**config.mk**
```make
export PLATFORM = sky130hd
export DESIGN_NAME = c2dma_ctrl
export DESIGN_NICKNAME = d
export VERILOG_FILES = /design/src/common/c2dma_pkg.sv /design/src/rtl/c2dma_axil_slave.sv /design/src/rtl/c2dma_ctrl.sv
export SDC_FILE = /design/constraint.sdc
export NUM_CORES = 1
export LEC_CHECK = 0
export ABC_CLOCK_PERIOD_IN_PS = 2700
export BUFFER_PORTS_ARGS = -buffer_cell sky130_fd_sc_hd__buf_2
export CORE_AREA = 2 2 257 259
export CTS_CLUSTER_DIAMETER = 80
export DETAILED_ROUTE_END_ITERATION = 8
export DIE_AREA = 0 0 259 261
export PLACE_DENSITY = 0.62
export SETUP_SLACK_MARGIN = 0.4
export SLEW_MARGIN = 10
export SYNTH_ARGS = -nofsm -noshare
export SYNTH_HDL_FRONTEND = slang
export SYNTH_SLANG_ARGS = --single-unit
```
**constraint.sdc**
```tcl
create_clock -name mclk -period 2.7 [get_ports mclk]
set_clock_uncertainty 0.1 [all_clocks]
set_input_delay 0.54 -clock mclk [delete_from_list [all_inputs] [get_ports mclk]]
set_output_delay 0.54 -clock mclk [all_outputs]
set_load 0.02 [all_outputs]
```
**src/common/c2dma_pkg.sv**
```systemverilog
// shared constants, types and register map of the channel-two dma control block
package c2dma_pkg;
    localparam int ADDR_W = 12; // byte address width on the register bus
    localparam int UNIT_BYTES = 32; // one processor transfer unit
    localparam int END_BIT = 19; // end flag position in the status and mask words
    localparam logic [31:0] LEN_MAX = 32'h0100_0000; // 16 megabytes
    localparam logic [31:0] UNIT_COUNT_MAX = 32'h0008_0000; // units in 16 megabytes
    // own register block offsets
    localparam logic [ADDR_W-1:0] OFF_DEST = 12'h800; // chan_dest_addr
    localparam logic [ADDR_W-1:0] OFF_LEN = 12'h804; // chan_byte_length
    localparam logic [ADDR_W-1:0] OFF_START = 12'h808; // chan_start_ctl
    localparam logic [ADDR_W-1:0] OFF_NSTAT = 12'h900; // normal_irq_status
    localparam logic [ADDR_W-1:0] OFF_XSTAT = 12'h904; // external_irq_status
    localparam logic [ADDR_W-1:0] OFF_ESTAT = 12'h908; // error_irq_status
    localparam logic [ADDR_W-1:0] OFF_MASK2 = 12'h930; // level2_normal_mask
    localparam logic [ADDR_W-1:0] OFF_MASK4 = 12'h940; // level4_normal_mask
    localparam logic [ADDR_W-1:0] OFF_MASK6 = 12'h950; // level6_normal_mask
    localparam logic [ADDR_W-1:0] OFF_AUX = 12'h960; // channel_irq_enable drive
    // processor-side registers, map only: kept by the processor dma controller
    localparam logic [31:0] OFF_UNIT_COUNT_TWO = 32'hffa0_0028;
    localparam logic [31:0] OFF_CHAN_CTL_TWO = 32'hffa0_002c;
    localparam logic [31:0] OFF_OP_CTL = 32'hffa0_0040;
    // reset values
    localparam logic [31:0] RST_ZERO = 32'h0000_0000;
    // destination windows, decided on address bits [28:23]
    localparam logic [5:0] WIN_CONV = 6'h20; // 0x1000_0000 .. 0x107f_ffe0
    localparam logic [5:0] WIN_YUV = 6'h21; // 0x1080_0000 .. 0x10ff_ffe0
    // axi responses
    localparam logic [1:0] RESP_OKAY = 2'h0;
    localparam logic [1:0] RESP_SLVERR = 2'h2;

    typedef enum logic [1:0] {RT_CONV, RT_YUV, RT_DIRECT} c2dma_route_t;
    typedef enum logic [1:0] {ST_IDLE, ST_RUN, ST_STOP} c2dma_state_t;

    typedef struct packed {
        logic [ADDR_W-1:0] awaddr;
        logic awvalid;
        logic [31:0] wdata;
        logic [3:0] wstrb;
        logic wvalid;
        logic bready;
        logic [ADDR_W-1:0] araddr;
        logic arvalid;
        logic rready;
    } c2dma_axi_req_t;

    typedef struct packed {
        logic awready;
        logic wready;
        logic [1:0] bresp;
        logic bvalid;
        logic arready;
        logic [31:0] rdata;
        logic [1:0] rresp;
        logic rvalid;
    } c2dma_axi_rsp_t;
endpackage

```
**src/rtl/c2dma_axil_slave.sv**
```systemverilog
// axi4-lite slave front end: turns bus traffic into one-cycle register strobes
`timescale 1ns/100ps
module c2dma_axil_slave (
    input wire logic mclk,
    input wire logic rst,
    input wire c2dma_pkg::c2dma_axi_req_t axiReq,
    output c2dma_pkg::c2dma_axi_rsp_t axiRsp,
    output logic wrEn,
    output logic [c2dma_pkg::ADDR_W-1:0] wrAddr,
    output logic [31:0] wrData,
    output logic [3:0] wrStrb,
    input wire logic wrOk,
    output logic [c2dma_pkg::ADDR_W-1:0] rdAddr,
    input wire logic [31:0] rdData,
    input wire logic rdOk
);
    typedef struct packed {
        logic awSeen; // address half of a write held
        logic wSeen; // data half of a write held
        logic [c2dma_pkg::ADDR_W-1:0] waddr;
        logic [31:0] wdata;
        logic [3:0] wstrb;
        logic bvalid;
        logic [1:0] bresp;
        logic rPend; // read address taken, data next cycle
        logic [c2dma_pkg::ADDR_W-1:0] raddr;
        logic rvalid;
        logic [31:0] rdata;
        logic [1:0] rresp;
    } c2dma_slv_t;

    c2dma_slv_t s_q, s_d;
    logic awAcc, wAcc, arAcc;

    // ready terms: one write and one read outstanding at most
    assign awAcc = axiReq.awvalid && !s_q.awSeen && !s_q.bvalid;
    assign wAcc = axiReq.wvalid && !s_q.wSeen && !s_q.bvalid;
    assign arAcc = axiReq.arvalid && !s_q.rPend && !s_q.rvalid;
    // write commits once both halves are held and no response is pending
    assign wrEn = s_q.awSeen && s_q.wSeen && !s_q.bvalid;
    assign wrAddr = s_q.waddr;
    assign wrData = s_q.wdata;
    assign wrStrb = s_q.wstrb;
    assign rdAddr = s_q.raddr;

    // bus outputs; readies combinational, payloads from flops
    always_comb begin
        axiRsp.awready = !s_q.awSeen && !s_q.bvalid;
        axiRsp.wready = !s_q.wSeen && !s_q.bvalid;
        axiRsp.bresp = s_q.bresp;
        axiRsp.bvalid = s_q.bvalid;
        axiRsp.arready = !s_q.rPend && !s_q.rvalid;
        axiRsp.rdata = s_q.rdata;
        axiRsp.rresp = s_q.rresp;
        axiRsp.rvalid = s_q.rvalid;
    end

    // next state of both channels
    always_comb begin
        s_d = s_q;
        if (awAcc) begin
            s_d.awSeen = 1'b1;
            s_d.waddr = axiReq.awaddr;
        end
        if (wAcc) begin
            s_d.wSeen = 1'b1;
            s_d.wdata = axiReq.wdata;
            s_d.wstrb = axiReq.wstrb;
        end
        if (wrEn) begin
            s_d.awSeen = 1'b0;
            s_d.wSeen = 1'b0;
            s_d.bvalid = 1'b1;
            s_d.bresp = wrOk ? c2dma_pkg::RESP_OKAY : c2dma_pkg::RESP_SLVERR;
        end else if (s_q.bvalid && axiReq.bready) begin
            s_d.bvalid = 1'b0;
        end
        if (arAcc) begin
            s_d.rPend = 1'b1;
            s_d.raddr = axiReq.araddr;
        end
        // data is captured a cycle after the address so the mux sees a stable index
        if (s_q.rPend) begin
            s_d.rPend = 1'b0;
            s_d.rvalid = 1'b1;
            s_d.rdata = rdData;
            s_d.rresp = rdOk ? c2dma_pkg::RESP_OKAY : c2dma_pkg::RESP_SLVERR;
        end else if (s_q.rvalid && axiReq.rready) begin
            s_d.rvalid = 1'b0;
        end
    end

    // register stage
    always_ff @(posedge mclk) begin
        if (rst) begin
            s_q <= '0;
        end else begin
            s_q <= s_d;
        end
    end
endmodule

```
**src/rtl/c2dma_ctrl.sv**
```systemverilog
// channel-two dma control: destination, length, start/stop and end interrupt
`timescale 1ns/100ps
module c2dma_ctrl #(
    parameter int UNIT_W = 256 // payload bits of one 32-byte unit
) (
    input wire logic mclk,
    input wire logic rst,
    input wire c2dma_pkg::c2dma_axi_req_t axiReq,
    output c2dma_pkg::c2dma_axi_rsp_t axiRsp,
    output logic srcReq,
    input wire logic srcUnitValid,
    output logic srcUnitReady,
    input wire logic [UNIT_W-1:0] srcData,
    output logic dstValid,
    output logic [31:0] dstAddr,
    output c2dma_pkg::c2dma_route_t dstRoute,
    output logic [UNIT_W-1:0] dstData,
    output logic chanIrqEnDrv,
    output logic irqLevel2,
    output logic irqLevel4,
    output logic irqLevel6
);
    if (UNIT_W != 8 * c2dma_pkg::UNIT_BYTES) begin : g_bad
        $error("UNIT_W must carry exactly one 32-byte unit");
    end

    typedef struct packed {
        c2dma_pkg::c2dma_state_t state;
        logic [31:0] dest; // chan_dest_addr
        logic [31:0] len; // chan_byte_length
        logic endFlag; // chan_end_irq_flag
        logic mask2;
        logic mask4;
        logic mask6;
        logic irqEnDrv; // drive for channel_irq_enable
        logic dValid;
        logic [31:0] dAddr;
        c2dma_pkg::c2dma_route_t dRoute;
        logic [UNIT_W-1:0] dData;
    } c2dma_ctl_t;

    c2dma_ctl_t s_q, s_d;
    logic wrEn, wrOk, rdOk, accept, busy;
    logic [c2dma_pkg::ADDR_W-1:0] wrAddr, rdAddr;
    logic [31:0] wrData, rdData;
    logic [3:0] wrStrb;

    // byte-lane merge of a write into an old word
    function automatic logic [31:0] merge(input logic [31:0] old, input logic [31:0] nw,
                                          input logic [3:0] strb);
        logic [31:0] r;
        r = old;
        for (int i = 0; i < 4; i++) begin
            if (strb[i]) begin
                r[8*i +: 8] = nw[8*i +: 8];
            end
        end
        return r;
    endfunction

    // legal length: whole units, one unit up to 16 megabytes
    function automatic logic lenOk(input logic [31:0] len);
        return (len[4:0] == 5'h00) && (len != c2dma_pkg::RST_ZERO)
            && (len <= c2dma_pkg::LEN_MAX);
    endfunction

    // routing from destination address
    function automatic c2dma_pkg::c2dma_route_t routeOf(input logic [31:0] a);
        if (a[28:23] == c2dma_pkg::WIN_CONV) begin
            return c2dma_pkg::RT_CONV;
        end else if (a[28:23] == c2dma_pkg::WIN_YUV) begin
            return c2dma_pkg::RT_YUV;
        end
        return c2dma_pkg::RT_DIRECT;
    endfunction

    // address decode shared by read and write
    function automatic logic mapped(input logic [c2dma_pkg::ADDR_W-1:0] a);
        case (a)
            c2dma_pkg::OFF_DEST, c2dma_pkg::OFF_LEN, c2dma_pkg::OFF_START,
            c2dma_pkg::OFF_NSTAT, c2dma_pkg::OFF_XSTAT, c2dma_pkg::OFF_ESTAT,
            c2dma_pkg::OFF_MASK2, c2dma_pkg::OFF_MASK4, c2dma_pkg::OFF_MASK6,
            c2dma_pkg::OFF_AUX: return 1'b1;
            default: return 1'b0;
        endcase
    endfunction

    c2dma_axil_slave u_slave (
        .mclk(mclk),
        .rst(rst),
        .axiReq(axiReq),
        .axiRsp(axiRsp),
        .wrEn(wrEn),
        .wrAddr(wrAddr),
        .wrData(wrData),
        .wrStrb(wrStrb),
        .wrOk(wrOk),
        .rdAddr(rdAddr),
        .rdData(rdData),
        .rdOk(rdOk)
    );

    assign wrOk = mapped(wrAddr);
    assign rdOk = mapped(rdAddr);
    // start stays one while running or draining a stop
    assign busy = (s_q.state != c2dma_pkg::ST_IDLE);
    // units are taken only while running; a stop closes the gate from the cycle after it is written
    assign srcUnitReady = (s_q.state == c2dma_pkg::ST_RUN);
    assign srcReq = srcUnitReady;
    assign accept = srcUnitValid && srcUnitReady;

    // read mux; unused status words and bits read zero
    always_comb begin
        rdData = c2dma_pkg::RST_ZERO;
        case (rdAddr)
            c2dma_pkg::OFF_DEST: rdData = s_q.dest;
            c2dma_pkg::OFF_LEN: rdData = s_q.len;
            c2dma_pkg::OFF_START: rdData[0] = busy;
            c2dma_pkg::OFF_NSTAT: rdData[c2dma_pkg::END_BIT] = s_q.endFlag;
            c2dma_pkg::OFF_MASK2: rdData[c2dma_pkg::END_BIT] = s_q.mask2;
            c2dma_pkg::OFF_MASK4: rdData[c2dma_pkg::END_BIT] = s_q.mask4;
            c2dma_pkg::OFF_MASK6: rdData[c2dma_pkg::END_BIT] = s_q.mask6;
            c2dma_pkg::OFF_AUX: rdData[0] = s_q.irqEnDrv;
            default: rdData = c2dma_pkg::RST_ZERO;
        endcase
    end

    // register writes, transfer sequencing and end flag
    always_comb begin
        s_d = s_q;
        s_d.dValid = 1'b0;
        if (wrEn) begin
            case (wrAddr)
                // setup registers are frozen while busy, so a stray write cannot
                // corrupt the resume point
                c2dma_pkg::OFF_DEST: begin
                    if (!busy) begin
                        s_d.dest = merge(s_q.dest, wrData, wrStrb);
                    end
                end
                c2dma_pkg::OFF_LEN: begin
                    if (!busy) begin
                        s_d.len = merge(s_q.len, wrData, wrStrb);
                    end
                end
                c2dma_pkg::OFF_START: begin
                    if (wrStrb[0] && wrData[0]) begin
                        // start and resume are the same: work picks up at dest/len
                        if (!busy && lenOk(s_q.len)) begin
                            s_d.state = c2dma_pkg::ST_RUN;
                        end
                    end else if (wrStrb[0] && s_q.state == c2dma_pkg::ST_RUN) begin
                        s_d.state = c2dma_pkg::ST_STOP;
                    end
                end
                c2dma_pkg::OFF_NSTAT: begin
                    if (wrStrb[2] && wrData[c2dma_pkg::END_BIT]) begin
                        s_d.endFlag = 1'b0;
                    end
                end
                c2dma_pkg::OFF_MASK2: begin
                    if (wrStrb[2]) begin
                        s_d.mask2 = wrData[c2dma_pkg::END_BIT];
                    end
                end
                c2dma_pkg::OFF_MASK4: begin
                    if (wrStrb[2]) begin
                        s_d.mask4 = wrData[c2dma_pkg::END_BIT];
                    end
                end
                c2dma_pkg::OFF_MASK6: begin
                    if (wrStrb[2]) begin
                        s_d.mask6 = wrData[c2dma_pkg::END_BIT];
                    end
                end
                c2dma_pkg::OFF_AUX: begin
                    if (wrStrb[0]) begin
                        s_d.irqEnDrv = wrData[0];
                    end
                end
                default: begin
                end
            endcase
        end
        case (s_q.state)
            c2dma_pkg::ST_RUN: begin
                if (accept) begin
                    s_d.dValid = 1'b1;
                    s_d.dAddr = s_q.dest;
                    s_d.dRoute = routeOf(s_q.dest);
                    s_d.dData = srcData;
                    s_d.len = s_q.len - 32'(c2dma_pkg::UNIT_BYTES);
                    if (routeOf(s_q.dest) != c2dma_pkg::RT_YUV) begin
                        s_d.dest = s_q.dest + 32'(c2dma_pkg::UNIT_BYTES);
                    end // yuv keeps its programmed destination
                    // last unit ends normally even if a stop lands this cycle;
                    // the flag set beats a clear written in the same cycle
                    if (s_q.len == 32'(c2dma_pkg::UNIT_BYTES)) begin
                        s_d.state = c2dma_pkg::ST_IDLE;
                        s_d.endFlag = 1'b1;
                    end
                end
            end
            c2dma_pkg::ST_STOP: begin
                // gate shut on entering this state, nothing in flight: halt, no flag
                s_d.state = c2dma_pkg::ST_IDLE;
            end
            default: begin
            end
        endcase
    end

    // register stage
    always_ff @(posedge mclk) begin
        if (rst) begin
            s_q <= '0;
        end else begin
            s_q <= s_d;
        end
    end

    // outputs from flops; interrupt lines gated by level masks
    assign dstValid = s_q.dValid;
    assign dstAddr = s_q.dAddr;
    assign dstRoute = s_q.dRoute;
    assign dstData = s_q.dData;
    assign chanIrqEnDrv = s_q.irqEnDrv;
    assign irqLevel2 = s_q.endFlag && s_q.mask2;
    assign irqLevel4 = s_q.endFlag && s_q.mask4;
    assign irqLevel6 = s_q.endFlag && s_q.mask6;

    logic wrStart1, wrStop, wrClr;
    assign wrStart1 = wrEn && wrAddr == c2dma_pkg::OFF_START && wrStrb[0] && wrData[0];
    assign wrStop = wrEn && wrAddr == c2dma_pkg::OFF_START && wrStrb[0] && !wrData[0];
    assign wrClr = wrEn && wrAddr == c2dma_pkg::OFF_NSTAT && wrStrb[2]
        && wrData[c2dma_pkg::END_BIT];
endmodule

```
# Yosys cells after proc, flatten, opt, wreduce, memory -nomap -nowiden
# Cells that the tools add are included.
# Widths: inputs -> output; s select.
[word_totals]
out_inout_bits = 338
wordCells = 153
input_bits = 324
ff_bits = 463
[classes]
n_bitwise = 1
reduce_logical = 44
n_mux = 55
order_cmp = 1
eq_ne = 26
n_addsub = 2
[op_table]
columns = ["cell", "count"]
rows = [
  ["$mux 291", 1],
  ["$eq 12x12->1 const B", 20],
  ["$mux 32", 5],
  ["$mux 71", 1],
  ["$mux 67", 1],
  ["$mux 65", 1],
  ["$mux 8", 8],
  ["$pmux 18 s2", 1],
  ["$add 32x6->32 const B", 1],
  ["$eq 32x6->1 const B", 1],
  ["$le 32x25->1 const B", 1],
  ["$reduce_bool 32->1", 1],
  ["$sub 32x6->32 const B", 1],
  ["$mux 2", 12],
  ["$pmux 12 s2", 1],
  ["$logic_and 1x1->1", 23],
  ["$mux 1", 21],
  ["$reduce_or 10->1", 2],
  ["$eq 6x6->1 const B", 2],
  ["$reduce_and 3->1", 4],
  ["$logic_not 1->1", 6],
  ["$pmux 1 s6", 1],
  ["$reduce_bool 2->1", 3],
  ["$reduce_or 2->1", 3],
  ["8 further kinds", 8],
]

# Depth between registers and ports, before layout
# Gate-level depths: netlist of the first run.
[logic_depth]
word_depth = 12
mapped_depth = 9

# By module
# Synthesis of the first run repeated with hierarchy kept, for this count alone.
[hier_totals]
hier_cells = 2637
hier_area_um2 = 21065.2
[by_module_without_submodules]
columns = ["module", "area_each_um2", "n_inst", "cells_per_inst"]
rows = [
  ["c2dma_ctrl", 16799.9, 1, 2155],
  ["c2dma_axil_slave", 4265.3, 1, 482],
]

# Worst setup path after synthesis of the first run
# OpenSTA, ideal clock, no wires.
[synth_timing]
path_kind = "reg-to-reg"
startpoint = "reg u_slave.s_q (netlist bit u_slave.wrAddr[0])"
endpoint = "reg s_q[335] (netlist bit)"
path_stages_with_launch = 7
required_time_ns = 2.481
path_buffers = 2
period_less_slack_ns = 2.404
arrival_time_ns = 2.185
slack_ns = 0.296
cell_sequence = "dfxtp_1 or4b_1 or3_1 clkbuf_1 or4_1 buf_2 o221a_1"
[synth_between]
elab_chain_cells = 6
[synth_rtl]
columns = ["element", "line", "rtl"]
rows = [
  ["start: declaration", "c2dma_axil_slave.sv:32", "c2dma_slv_t s_q, s_d;"],
  ["start signal: assignment", "c2dma_axil_slave.sv:96", "s_q <= '0;"],
  ["start signal: assignment", "c2dma_axil_slave.sv:98", "s_q <= s_d;"],
  ["$eq 12x12->1 *", "c2dma_ctrl.sv:133", "case (wrAddr)"],
  ["$mux 32 *", "c2dma_ctrl.sv:133", ""],
  ["$mux 71 *", "c2dma_ctrl.sv:132", "if (wrEn) begin"],
  ["$mux 32", "c2dma_ctrl.sv:193", "if (routeOf(s_q.dest) != c2dma_pkg::RT_YUV) begin"],
  ["$mux 67", "c2dma_ctrl.sv:187", "if (accept) begin"],
  ["$mux 65 *", "c2dma_ctrl.sv:185", "case (s_q.state)"],
  ["end signal: assignment", "c2dma_ctrl.sv:216", "s_q <= '0;"],
  ["end signal: assignment", "c2dma_ctrl.sv:218", "s_q <= s_d;"],
  ["end: declaration", "c2dma_ctrl.sv:42", "c2dma_ctl_t s_q, s_d;"],
]
# Mark *: on every way between the ends. The rest lies on a longest branch, timed or not.
# A chain may end at the register's enable or synchronous reset.

# Worst setup path in the final report of the first run
[layout_timing]
startpoint = "reg u_slave.s_q (netlist bit u_slave.wrAddr[7])"
endpoint = "reg s_q[361] (netlist bit)"
[layout_between]
elab_chain_cells = 6
[layout_rtl]
columns = ["element", "line", "rtl"]
rows = [
  ["$eq 12x12->1 *", "c2dma_ctrl.sv:133", ""],
  ["$mux 2 *", "c2dma_ctrl.sv:133", ""],
  ["$mux 71 *", "c2dma_ctrl.sv:132", ""],
  ["$mux 2", "c2dma_ctrl.sv:198", "if (s_q.len == 32'(c2dma_pkg::UNIT_BYTES)) begin"],
  ["$mux 67", "c2dma_ctrl.sv:187", ""],
  ["$pmux 2 s2 *", "c2dma_ctrl.sv:185", ""],
]
# Marked as above.

==> results.yml, run 1 <==
synthesis:
  ys_ff_latch: 461
  synth_top_area_share_pct: 45.3
  async_flop_share_pct: 0
  synth_commonest_cells: "nand2_1, dfxtp_1, a21oi_1, buf_4, clkbuf_1"
  yosysSeqAreaShare_pct: 45.3
  avgSynthCellArea_um2: 7.80
  synth_edf_count: 0
  synth_ff_type: "dfxtp_1"
  synth_top_area_cell: "dfxtp_1"
  synth_cell_type_count: 67
  mappedNetlistArea_mm2: 0.0204
  synth.area.top_cells: "dfxtp_1, nand2_1, buf_4"
  yosysMostFrequentCell: "nand2_1"
  yosys_warnings: 0
  synthCells: 2612
sta:
  timing.hold.ws_ns: 0.0687
  finalCriticalPeriod_ns: 2.37
  finalSetupTns_ns: 0
  grt_setup_unrepaired: "yes"
  setup_viol: 0
  final_hold_viol_count: 0
  fmax_mhz: 422
  slew_headroom_pct: 40.9
  finalCritPeriodShare_pct: 87.8
  maxSlewViolCount: 0
  tightest_slew_ns: 0.887
min_path:
  min_to: "dstData[36]"
  min_path_cells: 3
  hold_start: "srcData[36]"
  hold_class: "in2reg"
setup_path:
  reg2reg_from: "u_slave.wrAddr[7]"
  r2r_cells: 5
  cp_max_fo: 4
  path_delay_family: "simple AND/OR/NAND/NOR gates"
  worstSetupStartpointType: "flip-flop"
  timing.rr.end: "s_q[361]"
  cp_num_buf_inv: 0
  cp_cell_sequence: "or4b_4, or3_4, or4bb_1, nand4b_1, nor3b_1"
  worstSetupPathType: "reg2reg"
  crit_path_end_kind: "flip-flop"
  slowest_stage: "or4b_4"
  r2r_slack_ns: 0.33
  cpPeakStageDelay_ns: 0.53
  required_ns: 3.07
  critPathArrivalTime_ns: 2.74
clocking:
  root_buffer: "clkbuf_16"
  clkLatencyLatePin_ns: 0.61
  cts_tree: "done"
  clockBufferDepth: 3
  cts_inserted_buffers: 54
  htree_levels: 2
  clock-sinks: 461
  clk_pin_slew_ns: 0.06
  hold_buffers: 0
layout:
  fin_nets: 3236
  fillers: 6845
  layout-drive-gt1-share_pct: 30.0
  multi_input_area_mm2: 0.00817
  seqCellArea_mm2: 0.00925
  syn2layout_area_growth_pct: 20.0
flow_run:
  cap_violations: 0
drt:
  final_antenna_net_count: 0
  detail_route.vias_per_cell: 4.74
  num_vias: 18100
  drtPass1Iterations: 6
  wl_mm: 68.4
  routedWlPerCell_um: 17.9
  drc: 0
  drt_iter0_markers: 1132
global_routing:
  antenna_found_initial: 16
  grt_max_degree: 133
  overflow: 0
  grt_pass1_wl_mm: 100
  grt_use_total_pct: 19.0
  grt_pass1_vias: 16800
die:
  start_util_pct: 31.3
  row_count: 94
  core_mm2: 0.0650
  die_h_um: 261
  die_x_um: 259
  die-area_mm2: 0.0676
  num_io_pins: 662
status:
  status: "complete, no violations"
pwr:
  power.internal_mw: 11.6
  vdd_ir_drop_max_mv: 0.511
  power_frac_seq_pct: 45.8
  power_per_cell_area_mw_per_mm2: 624
  sw_frac_of_total_pct: 23.7
  comb_power_share_pct: 5.8
  p_clk_share_pct: 48.4
  leakage_nw: 10.0
  p_sw_mw: 3.62
placement:
  place.gp.congestion: 0.847
  io_buffers: 659
  dp_hpwl_mm: 50.1
==> tightest hold or removal path, cell delays in order <==
cell and delay, ns:
buf_2 0.09, nand2_1 0.04, a21oi_1 0.05
==> cell usage in the layout, fill, tap and decap left out, types with 8 or more instances in the layout <==
cell type  synthesis  layout
clkbuf_8           0      10
or3_1             15      10
buf_12             0      14
nand4_1           23      23
a22oi_1           42      42
buf_2              2     658
and3_1             8       8
nor2_1            96      94
a21oi_1          388     386
a31oi_1           18      17
buf_4            329      65
and4_1            10       9
dfxtp_2            0       8
clkbuf_16          0      55
nor3_1            29      27
clkbuf_1         164      13
mux2i_1           19      19
nand3_1           36      36
nand2_1          760     759
nor4_1            17      13
a211oi_1          35      35
dfxtp_1          461     450
o21ai_0           11       9
o211ai_1           9       9
clkinv_2           0      10
inv_1             13      13
==> worst max-delay path by stage <==
stage	from	to	slack [ns]	cells past startpoint
6_report	u_slave.wrAddr[7]	s_q[361]	0.33	5
5_1_grt	u_slave.wrAddr[7]	s_q[355]	0.30	7
4_1_cts	s_q[310]	s_q[327]	0.34	5
3_5_place_dp	u_slave.wrAddr[7]	s_q[335]	0.11	4
3_3_place_gp	u_slave.wrAddr[7]	s_q[330]	0.11	5
2_1_floorplan	u_slave.wrAddr[7]	s_q[335]	0.33	6
==> power groups by stage <==
stage | Clock [mW] | Sequential [mW] | Combinational [mW]
after global routing | 7.85 | 7.01 | 0.976
after global placement | 0 | 7.15 | 0.870
after detailed placement | 0 | 7.15 | 0.873
final | 7.39 | 7.00 | 0.883
after CTS | 7.63 | 7.00 | 0.884
after floorplan | 0 | 7.11 | 0.455
==> final cells by class <==
type / count / area share (%)
Tap cell: 864 / 4.42
Multi-Input combinational cell: 1636 / 33.4
Sequential cell: 461 / 37.8
Timing Repair Buffer: 741 / 16.8
Antenna cell: 5 / 0.0511
Inverter: 13 / 0.199
Clock inverter: 21 / 0.926
Clock buffer: 78 / 6.39
==> metrics by stage <==
stage                     setup slack [ns]  util (%)  power (mW)  instance area [um^2]  std cells
after floorplan                      0.330         -        7.56                 20400       2613
after global routing                 0.302      37.6        15.8                 24500       3817
final                                0.330      37.6        15.3                 24500       3819
after detailed placement             0.107      34.3        8.02                 22300       3692
after CTS                            0.341      37.2        15.5                 24200       3800
after global placement               0.110      34.3        8.02                 22300       3692
==> kinds of logic (layout without fill, tap and decap cells) <==
family | after synthesis | after routing | share of synthesized area [%]
multiplexers | 20 | 20 | 0.988
flip-flops | 461 | 461 | 45.3
adder cells (fa/ha/maj) | 5 | 5 | 0.307
AND/OR/NAND/NOR | 1057 | 1057 | 22.2
XOR/XNOR | 8 | 8 | 0.344
AO/OA/AOI/OAI | 544 | 544 | 15.2
buffers and inverters | 516 | 853 | 15.6
other | 1 | 7 | 0.0184
==> metal layers <==
layer | wire length, um | vias up | track usage [%]
li1 | - | 9012 | -
met1 | 26600 | 8345 | 21.4
met2 | 34000 | 613 | 34.1
met3 | 5990 | 113 | 6.21
met4 | 1700 | 20 | 5.62
met5 | 131 | - | 0
==> state kept, by name (all words and copies together), names as in the netlist <==
| name | cells |
|---|---|
| u_slave.axiRsp | 36 |
| dstAddr | 32 |
| u_slave.wrData | 32 |
| dstValid | 1 |
| s_q | 70 |
| chanIrqEnDrv | 1 |
| dstData | 256 |
| u_slave.rdAddr | 12 |
| dstRoute | 2 |
| u_slave.wrAddr | 12 |
| u_slave.s_q | 3 |
| u_slave.wrStrb | 4 |
==> timing repair <==
| action | 4_1_cts | 5_1_grt |
|---|---|---|
| buffers inserted | 9 | 14 |
| endpoints found under the hold margin | 0 | 0 |
| resized for setup | 17 | 30 |
| pin swaps | 8 | 21 |
| endpoints found under the setup margin | 23 | 55 |
Note: power is estimated with default switching activity, not from simulation.
==> inputs of run 2 (changes only) <==
--- a/config.mk
+++ b/config.mk
@@ -11,7 +11,7 @@
 export CTS_CLUSTER_DIAMETER = 80
 export DETAILED_ROUTE_END_ITERATION = 8
 export DIE_AREA = 0 0 259 261
-export PLACE_DENSITY = 0.62
+export PLACE_DENSITY = 0.57
 export SETUP_SLACK_MARGIN = 0.4
 export SLEW_MARGIN = 10
 export SYNTH_ARGS = -nofsm -noshare
==> run 2 against run 1 <==
  * Non-clock buffer count is 1 higher
  * Sequential power hardly changed
  * Via count is 0.17% lower
  * Sequential share of layout area is 0.16 points lower
  * Largest cell class unchanged
  * Critical path depth stayed put
  * Worst hold slack worse by 0.0094 ns
==> results.yml, run 2 (synthesized netlist as in run 1, its figures left out) <==
setup_path:
  path_delay_family: "simple AND/OR/NAND/NOR gates"
  r2r_slack_ns: 0.36
  cp_cell_sequence: "or4b_4, or3_4, or4bb_1, nand4b_1, nor3b_1"
  r2r_cells: 5
  crit_path_end_kind: "flip-flop"
  worstSetupStartpointType: "flip-flop"
  reg2reg_from: "u_slave.wrAddr[7]"
  cpPeakStageDelay_ns: 0.53
  required_ns: 3.09
  worstSetupPathType: "reg2reg"
  cp_max_fo: 3
  cp_num_buf_inv: 0
  timing.rr.end: "s_q[361]"
  slowest_stage: "or4b_4"
  critPathArrivalTime_ns: 2.73
sta:
  fmax_mhz: 427
  final_hold_viol_count: 0
  finalCritPeriodShare_pct: 86.7
  tightest_slew_ns: 0.725
  finalSetupTns_ns: 0
  setup_viol: 0
  maxSlewViolCount: 0
  finalCriticalPeriod_ns: 2.34
  slew_headroom_pct: 51.7
  grt_setup_unrepaired: "yes"
die:
  die_x_um: 259
  start_util_pct: 31.3
  core_mm2: 0.0650
  row_count: 94
  die-area_mm2: 0.0676
  num_io_pins: 662
  die_h_um: 261
placement:
  io_buffers: 659
  place_inst: 3703
  place.gp.congestion: 0.822
  dp_hpwl_mm: 49.7
  place_area_mm2: 0.0224
layout:
  layout-drive-gt1-share_pct: 29.9
  fin_nets: 3237
  final_util_pct: 37.7
  largest_reg_flops: 256
  fillers: 6922
  layout_common_cells: "nand2_1, buf_2, dfxtp_1, a21oi_1, nor2_1"
  finalNonFillerCells: 3815
  final_common_cell: "nand2_1"
  stdcell_area_mm2: 0.0245
  syn2layout_area_growth_pct: 20.4
min_path:
  hold_start: "srcData[101]"
  min_to: "dstData[101]"
  hold_class: "in2reg"
  min_path_cells: 3
clocking:
  clkLatencyLatePin_ns: 0.61
  clockBufferDepth: 3
  root_buffer: "clkbuf_16"
  cts_tree: "done"
  cts_inserted_buffers: 54
  clock-sinks: 461
  htree_levels: 2
  clk_pin_slew_ns: 0.06
global_routing:
  grt_max_degree: 138
  antenna_found_initial: 13
  grt_pass1_vias: 16900
  overflow: 0
  grt_pass1_wl_mm: 100
  grt_use_total_pct: 19.0
pwr:
  vdd_ir_drop_max_mv: 0.548
  total_power_mw: 15.4
  leakage_nw: 10.1
  power_per_cell_area_mw_per_mm2: 627
status:
  status: "complete, no violations"
drt:
  final_antenna_net_count: 0
  detail_route.vias_per_cell: 4.74
  drc: 0
  wl_mm: 68.4
  routedWlPerCell_um: 17.9
  drtPass1Iterations: 5
  num_vias: 18100
  drt_iter0_markers: 1337
flow_run:
  cap_violations: 0
[run 2: cell types whose count changed in the layout (fill, tap and decap cells not counted), moves of 3 or more]
| cell | change |
|---|---|
| clkbuf_8 | +5 |
| clkbuf_1 | -9 |
| buf_12 | +3 |
| dfxtp_2 | -4 |
| diode_2 | -3 |
| buf_4 | -6 |
| dfxtp_1 | +5 |
| clkinv_4 | +3 |
[run 2: per-stage QoR]
step	hold slack (ns)	worst slack, ns
detailed placement	0.343	0.294
global route	0.0370	0.293
global placement	0.338	0.299
finish	0.0593	0.359
CTS	0.0181	0.356
floorplan	0.331	0.330
[run 2: cell type report]
cell class / count / area, um^2 / share of cell area, %
Clock inverter: 24 / 267 / 1.09
Multi-Input combinational cell: 1636 / 8140 / 33.2
Sequential cell: 461 / 9240 / 37.7
Tap cell: 864 / 1080 / 4.41
Inverter: 13 / 48.8 / 0.199
Clock buffer: 73 / 1570 / 6.41
Antenna cell: 2 / 5.00 / 0.0204
Timing Repair Buffer: 742 / 4190 / 17.1
[run 2: worst reg2reg max path: stages (launching register included)]
cell and delay (ns):
dfxtp_2 0.32, or4b_4 0.54, or3_4 0.36, or4bb_1 0.52
nand4b_1 0.22, nor3b_1 0.16
[run 2: worst max path at each step]
stage	start	to	slack, ns	depth (start not counted)
floorplan	u_slave.wrAddr[7]	s_q[335]	0.33	6
global placement	s_q[309]	s_q[361]	0.30	5
detailed placement	u_slave.wrAddr[7]	s_q[335]	0.29	5
CTS	u_slave.wrAddr[7]	s_q[335]	0.36	5
global route	u_slave.wrAddr[7]	s_q[361]	0.29	5
finish	u_slave.wrAddr[7]	s_q[361]	0.36	5
[run 2: timing repair]
item | CTS | global route
hold buffers | 0 | 0
setup buffers | 6 | 6
endpoints found under the setup margin | 15 | 71
gates cloned | 0 | 1
gates resized for setup | 11 | 26
pin swaps | 4 | 11
[run 2: routing by layer]
metal  vias to the layer above  wire [um]  GRT usage (%)
met5                         -         86              0
met2                       571      33200           33.1
li1                       9017          -              -
met4                        16       1960           5.86
met1                      8347      28100           22.6
met3                       122       5140           5.47
[run 2: report_power, final]
| group | leakage (nW) | switching (mW) | internal [mW] | total (mW) |
|---|---|---|---|---|
| combinational | 5.46 | 0.523 | 0.347 | 0.870 |
| sequential | 3.73 | 0.0984 | 6.90 | 7.00 |
| clock | 0.912 | 3.06 | 4.47 | 7.53 |
| total | 10.1 | 3.68 | 11.7 | 15.4 |
